[config.mk]
export PLATFORM = sky130hd
export DESIGN_NAME = csf_status_flags
export DESIGN_NICKNAME = d
export VERILOG_FILES = /design/src/include/csf_pkg.sv /design/src/rtl/csf_status_flags.sv
export SDC_FILE = /design/constraint.sdc
export NUM_CORES = 1
export LEC_CHECK = 0
export BUFFER_PORTS_ARGS = -buffer_cell sky130_fd_sc_hd__buf_4
export CORE_ASPECT_RATIO = 0.5
export CORE_MARGIN = 4
export CORE_UTILIZATION = 40
export CTS_CLUSTER_DIAMETER = 200
export CTS_CLUSTER_SIZE = 12
export DETAILED_ROUTE_END_ITERATION = 12
export PLACE_DENSITY = 0.64
export SYNTH_ARGS = -nofsm -noshare
export SYNTH_HDL_FRONTEND = slang
export SYNTH_SLANG_ARGS = --single-unit
[constraint.sdc]
create_clock -name SYS_CLK_I -period 9.8 [get_ports SYS_CLK_I]
set_input_delay 1.96 -clock SYS_CLK_I [delete_from_list [all_inputs] [get_ports SYS_CLK_I]]
set_output_delay 1.96 -clock SYS_CLK_I [all_outputs]
set_load 0.005 [all_outputs]
[src/include/csf_pkg.sv]
/*
  Constants for the cpu status flag block: flag positions, register
  offset, reset value, operation codes and addressing limits.
  Assumes a core clock and a simple register port beside it.
*/
// Notes on behaviour
// - Carry set on carry/borrow out of bit 7
// - Shifts load carry with last bit out
// - Set, clear, invert carry by command
// - Zero flag when 8-bit result is zero
// - Zero flag for bit tests and shifts
// - Sign flag copies result MSB
// - Overflow on signed 8-bit range exceed
// - Logic operations clear overflow
// - Decimal bit records last BCD kind; untestable
// - Half carry from bit 3 or 4
// - Decimal adjust uses half carry correction
// - Fast interrupt bit set, cleared on return
// - Fast bit blocks interrupts, fast return
// - Bank bit selects set-1 register bank
// - Bank zero clears, bank one sets
// - Register pairs even only, limits 14/254
// - Relative target is next address plus displacement
// - Short index adds signed 8-bit offset
// - Long index adds unsigned 16-bit offset
// - Bit operand: register 0-15, bit 0-7
// - Flag write collision left unresolved
package csf_pkg;
  localparam logic [7:0] CSF_FLAGS_OFS  = 8'hD5;
  localparam logic [7:0] CSF_FLAGS_RST  = 8'h00;
  localparam int         CSF_C_BIT      = 7;
  localparam int         CSF_Z_BIT      = 6;
  localparam int         CSF_S_BIT      = 5;
  localparam int         CSF_V_BIT      = 4;
  localparam int         CSF_D_BIT      = 3;
  localparam int         CSF_H_BIT      = 2;
  localparam int         CSF_FIS_BIT    = 1;
  localparam int         CSF_BANK_BIT   = 0;
  localparam logic [3:0] CSF_WPAIR_MAX  = 4'hE;
  localparam logic [7:0] CSF_RPAIR_MAX  = 8'hFE;
  localparam logic [3:0] CSF_WREG_MAX   = 4'hF;
  localparam logic [2:0] CSF_BITPOS_MAX = 3'h7;

  // Operation codes from the execution unit
  typedef enum logic [4:0] {
    CSF_OP_NONE  = 5'h00,
    CSF_OP_ADD   = 5'h01,
    CSF_OP_ADC   = 5'h02,
    CSF_OP_SUB   = 5'h03,
    CSF_OP_SBC   = 5'h04,
    CSF_OP_AND   = 5'h05,
    CSF_OP_OR    = 5'h06,
    CSF_OP_XOR   = 5'h07,
    CSF_OP_RL    = 5'h08,
    CSF_OP_RLC   = 5'h09,
    CSF_OP_RR    = 5'h0A,
    CSF_OP_RRC   = 5'h0B,
    CSF_OP_SRA   = 5'h0C,
    CSF_OP_BTEST = 5'h0D,
    CSF_OP_SCF   = 5'h0E,
    CSF_OP_RCF   = 5'h0F,
    CSF_OP_CCF   = 5'h10,
    CSF_OP_DADJ  = 5'h11,
    CSF_OP_SB0   = 5'h12,
    CSF_OP_SB1   = 5'h13
  } csf_op_e;

  // Fast interrupt tracking
  typedef enum logic [1:0] {
    CSF_ST_NORMAL = 2'b01,
    CSF_ST_FAST   = 2'b10
  } csf_state_e;
endpackage : csf_pkg

[src/rtl/csf_status_flags.sv]
/*
  Status flag register and flag update datapath of the 8-bit core,
  with operand range checks and effective address adders.
  Assumes operations arrive as one-cycle strobes from the sequencer.
*/
// Strobed register access was left to the implementer.
`timescale 1ns/1ps
module csf_status_flags
  import csf_pkg::*;
(
  // Clock and reset
  input  wire logic        SYS_CLK_I,
  input  wire logic        RST_I,
  // Register port
  input  wire logic [7:0]  REG_ADDR_I,
  input  wire logic [7:0]  REG_WDATA_I,
  input  wire logic        REG_WR_I,
  input  wire logic        REG_RD_I,
  output logic      [7:0]  REG_RDATA_O,
  // Operation
  input  wire logic        OP_VALID_I,
  input  wire logic [4:0]  OP_CODE_I,
  input  wire logic [7:0]  OP_A_I,
  input  wire logic [7:0]  OP_B_I,
  input  wire logic [2:0]  OP_BIT_I,
  output logic      [7:0]  OP_RESULT_O,
  // Interrupt sequencing
  input  wire logic        FAST_INT_START_I,
  input  wire logic        INT_RETURN_I,
  output logic             INT_BLOCK_O,
  output logic             FAST_RETURN_O,
  // Flags and bank
  output logic      [7:0]  FLAGS_O,
  output logic             BANK_SEL_O,
  // Operand checks
  input  wire logic [3:0]  WPAIR_I,
  input  wire logic [7:0]  RPAIR_I,
  input  wire logic [3:0]  WREG_I,
  input  wire logic [2:0]  BITPOS_I,
  output logic             WPAIR_OK_O,
  output logic             RPAIR_OK_O,
  output logic             BITOPND_OK_O,
  // Address formation
  input  wire logic [15:0] NEXT_PC_I,
  input  wire logic [7:0]  DISP_I,
  input  wire logic [15:0] PAIR_VAL_I,
  input  wire logic [15:0] LONG_OFS_I,
  output logic      [15:0] REL_ADDR_O,
  output logic      [15:0] XS_ADDR_O,
  output logic      [15:0] XL_ADDR_O
);

  // Storage and control
  logic       [7:0] flags_ff;
  logic       [7:0] nxt_flags;
  logic       [7:0] result_ff;
  logic       [7:0] nxt_result;
  csf_state_e       state_ff;
  logic             flag_wr;
  logic             flag_rd;
  logic             fast_set;
  logic             fast_clr;

  // Adder unit
  logic             add_sub;
  logic             add_cin;
  logic       [8:0] add_sum;
  logic       [4:0] add_nib;
  logic             add_ovf;

  // Logic, shift, bit test and decimal adjust units
  logic       [7:0] log_res;
  logic       [7:0] shf_res;
  logic             shf_cout;
  logic       [7:0] tst_res;
  logic       [7:0] dadj_corr;
  logic       [7:0] dadj_res;
  logic             dadj_cout;

  // Operation classes
  logic             is_arith;
  logic             is_logic;
  logic             is_shift;
  logic             is_btest;
  logic             is_dadj;
  logic             is_carry_op;
  logic             is_bank_op;

  // Register port decode
  assign flag_wr = REG_WR_I && (REG_ADDR_I == CSF_FLAGS_OFS);
  assign flag_rd = REG_RD_I && (REG_ADDR_I == CSF_FLAGS_OFS);

  // Operation class decode
  always_comb begin
    is_arith    = 1'b0;
    is_logic    = 1'b0;
    is_shift    = 1'b0;
    is_btest    = 1'b0;
    is_dadj     = 1'b0;
    is_carry_op = 1'b0;
    is_bank_op  = 1'b0;
    if (OP_VALID_I) begin
      case (OP_CODE_I)
        CSF_OP_ADD, CSF_OP_ADC, CSF_OP_SUB, CSF_OP_SBC: begin
          is_arith = 1'b1;
        end
        CSF_OP_AND, CSF_OP_OR, CSF_OP_XOR: begin
          is_logic = 1'b1;
        end
        CSF_OP_RL, CSF_OP_RLC, CSF_OP_RR, CSF_OP_RRC, CSF_OP_SRA: begin
          is_shift = 1'b1;
        end
        CSF_OP_BTEST: begin
          is_btest = 1'b1;
        end
        CSF_OP_DADJ: begin
          is_dadj = 1'b1;
        end
        CSF_OP_SCF, CSF_OP_RCF, CSF_OP_CCF: begin
          is_carry_op = 1'b1;
        end
        CSF_OP_SB0, CSF_OP_SB1: begin
          is_bank_op = 1'b1;
        end
        default: begin
          is_arith = 1'b0;
        end
      endcase
    end
  end

  // Adder unit; subtraction borrows through the same chain
  always_comb begin
    add_sub = (OP_CODE_I == CSF_OP_SUB) || (OP_CODE_I == CSF_OP_SBC);
    add_cin = 1'b0;
    if ((OP_CODE_I == CSF_OP_ADC) || (OP_CODE_I == CSF_OP_SBC)) begin
      add_cin = flags_ff[CSF_C_BIT];
    end
    if (add_sub) begin
      add_sum = {1'b0, OP_A_I} - {1'b0, OP_B_I} - {8'h00, add_cin};
      add_nib = {1'b0, OP_A_I[3:0]} - {1'b0, OP_B_I[3:0]} - {4'h0, add_cin};
      add_ovf = (OP_A_I[7] != OP_B_I[7]) && (add_sum[7] != OP_A_I[7]);
    end else begin
      add_sum = {1'b0, OP_A_I} + {1'b0, OP_B_I} + {8'h00, add_cin};
      add_nib = {1'b0, OP_A_I[3:0]} + {1'b0, OP_B_I[3:0]} + {4'h0, add_cin};
      add_ovf = (OP_A_I[7] == OP_B_I[7]) && (add_sum[7] != OP_A_I[7]);
    end
  end

  // Logic unit
  always_comb begin
    case (OP_CODE_I)
      CSF_OP_AND: begin
        log_res = OP_A_I & OP_B_I;
      end
      CSF_OP_OR: begin
        log_res = OP_A_I | OP_B_I;
      end
      default: begin
        log_res = OP_A_I ^ OP_B_I;
      end
    endcase
  end

  // Rotate and shift unit
  always_comb begin
    case (OP_CODE_I)
      CSF_OP_RL: begin
        shf_res  = {OP_A_I[6:0], OP_A_I[7]};
        shf_cout = OP_A_I[7];
      end
      CSF_OP_RLC: begin
        shf_res  = {OP_A_I[6:0], flags_ff[CSF_C_BIT]};
        shf_cout = OP_A_I[7];
      end
      CSF_OP_RR: begin
        shf_res  = {OP_A_I[0], OP_A_I[7:1]};
        shf_cout = OP_A_I[0];
      end
      CSF_OP_RRC: begin
        shf_res  = {flags_ff[CSF_C_BIT], OP_A_I[7:1]};
        shf_cout = OP_A_I[0];
      end
      CSF_OP_SRA: begin
        shf_res  = {OP_A_I[7], OP_A_I[7:1]};
        shf_cout = OP_A_I[0];
      end
      default: begin
        shf_res  = OP_A_I;
        shf_cout = flags_ff[CSF_C_BIT];
      end
    endcase
  end

  // Bit test unit
  assign tst_res = {7'h00, OP_A_I[OP_BIT_I]};

  // Decimal adjust unit, correction picked by half carry and carry
  always_comb begin
    dadj_corr = 8'h00;
    if (flags_ff[CSF_H_BIT] || (OP_A_I[3:0] > 4'h9)) begin
      dadj_corr[3:0] = 4'h6;
    end
    if (flags_ff[CSF_C_BIT] || (OP_A_I > 8'h99)) begin
      dadj_corr[7:4] = 4'h6;
    end
    if (flags_ff[CSF_D_BIT]) begin
      dadj_res  = OP_A_I - dadj_corr;
      dadj_cout = flags_ff[CSF_C_BIT];
    end else begin
      dadj_res  = OP_A_I + dadj_corr;
      dadj_cout = flags_ff[CSF_C_BIT] || (OP_A_I > 8'h99);
    end
  end

  // Result select
  always_comb begin
    nxt_result = OP_A_I;
    if (is_arith) begin
      nxt_result = add_sum[7:0];
    end else if (is_logic) begin
      nxt_result = log_res;
    end else if (is_shift) begin
      nxt_result = shf_res;
    end else if (is_btest) begin
      nxt_result = tst_res;
    end else if (is_dadj) begin
      nxt_result = dadj_res;
    end
  end

  // Fast interrupt bit set and clear requests
  assign fast_set = FAST_INT_START_I;
  assign fast_clr = INT_RETURN_I && (state_ff == CSF_ST_FAST);

  // Flag merge; op updates win over a software write
  always_comb begin
    nxt_flags = flags_ff;
    if (flag_wr) begin
      nxt_flags = REG_WDATA_I;
    end
    if (is_arith) begin
      nxt_flags[CSF_C_BIT] = add_sum[8];
      nxt_flags[CSF_H_BIT] = add_nib[4];
      nxt_flags[CSF_V_BIT] = add_ovf;
      nxt_flags[CSF_D_BIT] = add_sub;
    end
    if (is_logic) begin
      nxt_flags[CSF_V_BIT] = 1'b0;
    end
    if (is_shift) begin
      nxt_flags[CSF_C_BIT] = shf_cout;
    end
    if (is_dadj) begin
      nxt_flags[CSF_C_BIT] = dadj_cout;
    end
    // Carry commands ignore any result
    if (is_carry_op) begin
      case (OP_CODE_I)
        CSF_OP_SCF: begin
          nxt_flags[CSF_C_BIT] = 1'b1;
        end
        CSF_OP_RCF: begin
          nxt_flags[CSF_C_BIT] = 1'b0;
        end
        default: begin
          nxt_flags[CSF_C_BIT] = ~flags_ff[CSF_C_BIT];
        end
      endcase
    end
    if (is_bank_op) begin
      nxt_flags[CSF_BANK_BIT] = (OP_CODE_I == CSF_OP_SB1);
    end
    // Zero and sign follow the selected result
    if (is_arith || is_logic || is_shift || is_dadj) begin
      nxt_flags[CSF_Z_BIT] = (nxt_result == 8'h00);
      nxt_flags[CSF_S_BIT] = nxt_result[7];
    end
    if (is_btest) begin
      nxt_flags[CSF_Z_BIT] = (tst_res == 8'h00);
    end
    // Start wins over a return in the same cycle
    if (fast_clr) begin
      nxt_flags[CSF_FIS_BIT] = 1'b0;
    end
    if (fast_set) begin
      nxt_flags[CSF_FIS_BIT] = 1'b1;
    end
  end

  // Flags register
  always_ff @(posedge SYS_CLK_I or posedge RST_I) begin
    if (RST_I) begin
      flags_ff <= CSF_FLAGS_RST;
    end else begin
      flags_ff <= nxt_flags;
    end
  end

  // Result register
  always_ff @(posedge SYS_CLK_I or posedge RST_I) begin
    if (RST_I) begin
      result_ff <= 8'h00;
    end else if (OP_VALID_I) begin
      result_ff <= nxt_result;
    end
  end

  // Fast interrupt state
  always_ff @(posedge SYS_CLK_I or posedge RST_I) begin
    if (RST_I) begin
      state_ff <= CSF_ST_NORMAL;
    end else begin
      case (state_ff)
        CSF_ST_NORMAL: begin
          if (nxt_flags[CSF_FIS_BIT]) begin
            state_ff <= CSF_ST_FAST;
          end
        end
        CSF_ST_FAST: begin
          if (!nxt_flags[CSF_FIS_BIT]) begin
            state_ff <= CSF_ST_NORMAL;
          end
        end
        default: begin
          state_ff <= CSF_ST_NORMAL;
        end
      endcase
    end
  end

  // Register read data, one cycle after the strobe
  always_ff @(posedge SYS_CLK_I or posedge RST_I) begin
    if (RST_I) begin
      REG_RDATA_O <= 8'h00;
    end else if (flag_rd) begin
      REG_RDATA_O <= flags_ff;
    end else begin
      REG_RDATA_O <= 8'h00;
    end
  end

  assign OP_RESULT_O   = result_ff;
  // Full flag byte; branch conditions must not use bit 3
  assign FLAGS_O       = flags_ff;
  assign INT_BLOCK_O   = flags_ff[CSF_FIS_BIT];
  assign FAST_RETURN_O = INT_RETURN_I && flags_ff[CSF_FIS_BIT];
  assign BANK_SEL_O    = flags_ff[CSF_BANK_BIT];

  // Operand range checks
  logic        wpair_even;
  logic        wpair_range;
  logic        rpair_even;
  logic        rpair_range;
  logic        wreg_range;
  logic        bitpos_range;
  logic [15:0] disp_sext;

  assign wpair_even   = !WPAIR_I[0];
  assign wpair_range  = (WPAIR_I <= CSF_WPAIR_MAX);
  assign rpair_even   = !RPAIR_I[0];
  assign rpair_range  = (RPAIR_I <= CSF_RPAIR_MAX);
  assign wreg_range   = (WREG_I <= CSF_WREG_MAX);
  assign bitpos_range = (BITPOS_I <= CSF_BITPOS_MAX);
  assign WPAIR_OK_O   = wpair_even && wpair_range;
  assign RPAIR_OK_O   = rpair_even && rpair_range;
  assign BITOPND_OK_O = wreg_range && bitpos_range;

  // Effective addresses
  assign disp_sext  = {{8{DISP_I[7]}}, DISP_I};
  assign REL_ADDR_O = NEXT_PC_I + disp_sext;
  assign XS_ADDR_O  = PAIR_VAL_I + disp_sext;
  assign XL_ADDR_O  = PAIR_VAL_I + LONG_OFS_I;

endmodule : csf_status_flags

==> metrics.txt <==
setup TNS=0 ns; Post-CTS Resized=0; CP Data Required Time=7.84 ns; CTS tree=yes; Max Slew Vio Count=0; vias=5,619; Distinct cells, synth=73; arrival time worst endpoint=4.48 ns; Overflow after GRT=0; synth warn=0; clock latency on the worst-skew pair=0.26 ns; diodes inserted=0; Crit path max-delay family=compound AO/OA/AOI/OAI gates; worst clock skew=0.003413 ns; startpoint of the worst-slack reg-to-reg timing path=FLAGS_O[7]; post-synthesis register bit count=26; Hold Path Class=flip-flop to flip-flop; Worst path most repeated cell=buf_4; Synth Area in Compound Gates=24.02%; Max Cap Viol=0; multi-input logic area=4437 sq um; power density over the cells=101.2 nW/um^2; post-synthesis cell area=5403 sq um; # fillers=1,267; commonest non-fill, non-tap cell in the layout=buf_4; Worst path slowest cell=a21boi_0; clk buf depth=2; # Post-CTS Setup Buffers=0; final instance area=6964 sq um; Leak=3.364 nW; H-tree Lvls=1; CP endpoint=REL_ADDR_O[14]; fin util=53.91%; Die Width=172.4 um; Starting Density=41.82%; register area share after synthesis=12.07%; outcome=finished clean; share of cells above drive strength 1=24.42%; CP Class=primary input to output pin; min Tclk post-route=6.443 ns; Reg-to-Reg End=FLAGS_O[6]; Die Height=90.18 um; clock-pin slew on the worst setup and hold paths=0.06 ns; DR WL/cell=15.82 um; initial antenna violation count=0; drt first pass iters=6; CP Buf/Inv Count=3; ys async rst share=100.0%; Root Buffer=clkbuf_16; die footprint=15,540 sq um; fin crit share=65.74%; placed wire-length estimate=13,490 um; WL met2=7464 um; hold_sp=OP_RESULT_O[6]; hold_ws=0.5123 ns; Synth Area in XOR/XNOR=10.21%; Simple-Gate Fraction of Synth Area=20.87%; total track usage=19.77%; area grow syn2layout=28.90%; detail-routed via count per cell=5.477; metal3 WL=1566 um; I/O Pins=200; num rows=29; Final WS setup=3.357 ns; reg-to-reg setup timing slack=6.25 ns; global-route wire length before repair=26,250 um; core area=12,920 sq um; number of I/O port buffers=181; drt total wl=16,240 um; most used flip-flop cell after synthesis=dfrtp_1; hold_buf cts=0; CP startpoint kind=primary input; unrepaired setup endpoints after global routing=no; Final #Nets=1,070; worst slack, placed=3.341 ns; syn nets=907; largest net degree at the start of global routing=31; crit path launch=DISP_I[0]; DP Area=6859 sq um; relative slew slack=35.69%; Setup crit end kind=output pin; Post-Synth Adder-Cell Area=22.05%; f_max=155.2 MHz; Post-synth EDFFs=0; Final Hold Violating Endpoints=0; number of remaining DRC errors=0; DRT met1 WL=7102 um; mux cell area share after synthesis=4.910%; Cells after Synth=694; FF-to-FF path depth=12; syn_area_per_cell=7.785 sq um; Cell Chain, Critical Path=buf_4 -> ha_1 -> inv_1 -> fa_1 -> nor2b_1 -> o21ai_0 -> a21boi_0 -> o211ai_1 -> and3_1 -> o41ai_1 -> a21oi_1 -> xnor2_1 -> buf_4; total clock sinks=26; post-route ant nets=0; worst slew pin tran=0.9636 ns; most frequent cells in the layout=buf_4, ha_1, inv_1, xnor2_1, nor2_1; GP Congestion=0.9112; DR iter-0 viols=303; largest family of logic cells by synthesized area=compound AO/OA/AOI/OAI gates; Num CTS Buffers=3; highest metal used=met4; slowest stage delay, CP=0.41 ns; register area=651.9 sq um; VDD IR max=0.05871 mV; endpoints failing setup=0; maximum net fanout on the critical path=4; number of global-route vias before repair=5,392; Worst path depth=13
==> sequential cells by signal, summed over array words and instances, names as in the netlist <==
signal / count
OP_RESULT_O: 8
state_ff: 2
REG_RDATA_O: 8
FLAGS_O: 8
==> cell type report <==
cell class,instances,share of cell area (%)
Clock inverter,1,0.4312
Sequential cell,26,9.360
Tap cell,170,3.054
Inverter,53,2.857
Timing Repair Buffer,181,19.51
Multi-Input combinational cell,592,63.71
Clock buffer,3,1.078
==> per-stage QoR <==
step           cells  power (mW)
2_1_floorplan    694      0.4077
3_3_place_gp    1022      0.5850
3_5_place_dp    1022      0.5914
4_1_cts         1026      0.7111
5_1_grt         1026      0.7667
6_report        1026      0.7049
==> worst min-delay path by stage <==
| stage | to | cells after the start | slack [ns] |
|---|---|---|---|
| 2_1_floorplan | OP_RESULT_O[0] | 1 | 0.51 |
| 3_3_place_gp | OP_RESULT_O[7] | 1 | 0.49 |
| 3_5_place_dp | OP_RESULT_O[6] | 1 | 0.50 |
| 4_1_cts | OP_RESULT_O[6] | 1 | 0.52 |
| 5_1_grt | OP_RESULT_O[6] | 1 | 0.54 |
| 6_report | OP_RESULT_O[6] | 1 | 0.51 |
==> synthesized netlist by cell type, drive strengths merged, types with 3 or more instances <==
library cell   n  area share (%)
a22oi          8             1.1
nand2         40             2.8
a21boi         6             1.0
a211o          4            0.65
a211oi        14             1.9
nand2b        14             1.6
o21a           8             1.1
dfrtp         25              12
o211ai         7            0.97
and3          16             1.9
or2            4            0.46
nor3          28             2.8
fa             7             2.6
a21oi         46             4.3
buf           13             1.4
mux2i         13             2.4
nand4b         4            0.65
nor2          52             3.7
o22ai          5            0.58
xnor2         53             8.6
clkbuf        10            0.69
mux4           3             1.3
ha            84              19
o41ai          3            0.63
xor2          10             1.6
a31oi         11             1.3
mux2           6             1.3
nand4          6            0.69
or3            8            0.93
o21bai         6            0.83
o21ai         48             4.4
o2111ai        3            0.49
o31ai          6            0.83
a21o           9             1.3
and2           5            0.58
nor2b          9             1.1
inv           53             3.7
nand3         16             1.5
==> power by group <==
part | internal [mW] | leakage, nW | switching, mW
sequential | 0.126 | 0.325 | 0.0146
clock | 0.0812 | 0.0511 | 0.0356
combinational | 0.230 | 2.99 | 0.217
==> metal layers <==
metal | vias to the layer above | track usage, %
li1 | 2850 | -
met1 | 2567 | 25.83
met2 | 192 | 33.67
met3 | 10 | 5.434
met4 | 0 | 1.962
met5 | - | 0
==> worst reg2reg max path, cell delays in order, from the launching register on <==
cell	delay, ns
dfrtp_1	0.53
nand4_1	0.19
fa_1	0.57
inv_1	0.05
ha_1	0.17
o21ai_0	0.38
a211oi_1	0.20
a21o_1	0.23
a21oi_1	0.18
xnor2_1	0.12
a211oi_1	0.31
a31oi_1	0.16
o41ai_2	0.36
==> logic make-up (layout without fill, tap and decap cells) <==
kind of cell / Yosys count / count (layout)
flip-flops: 26 / 26
AO/OA/AOI/OAI: 199 / 199
multiplexers: 22 / 22
buffers and inverters: 76 / 238
AND/OR/NAND/NOR: 216 / 216
adder cells (fa/ha/maj): 91 / 91
other: 1 / 1
XOR/XNOR: 63 / 63
(Power assumes the default switching activity.)
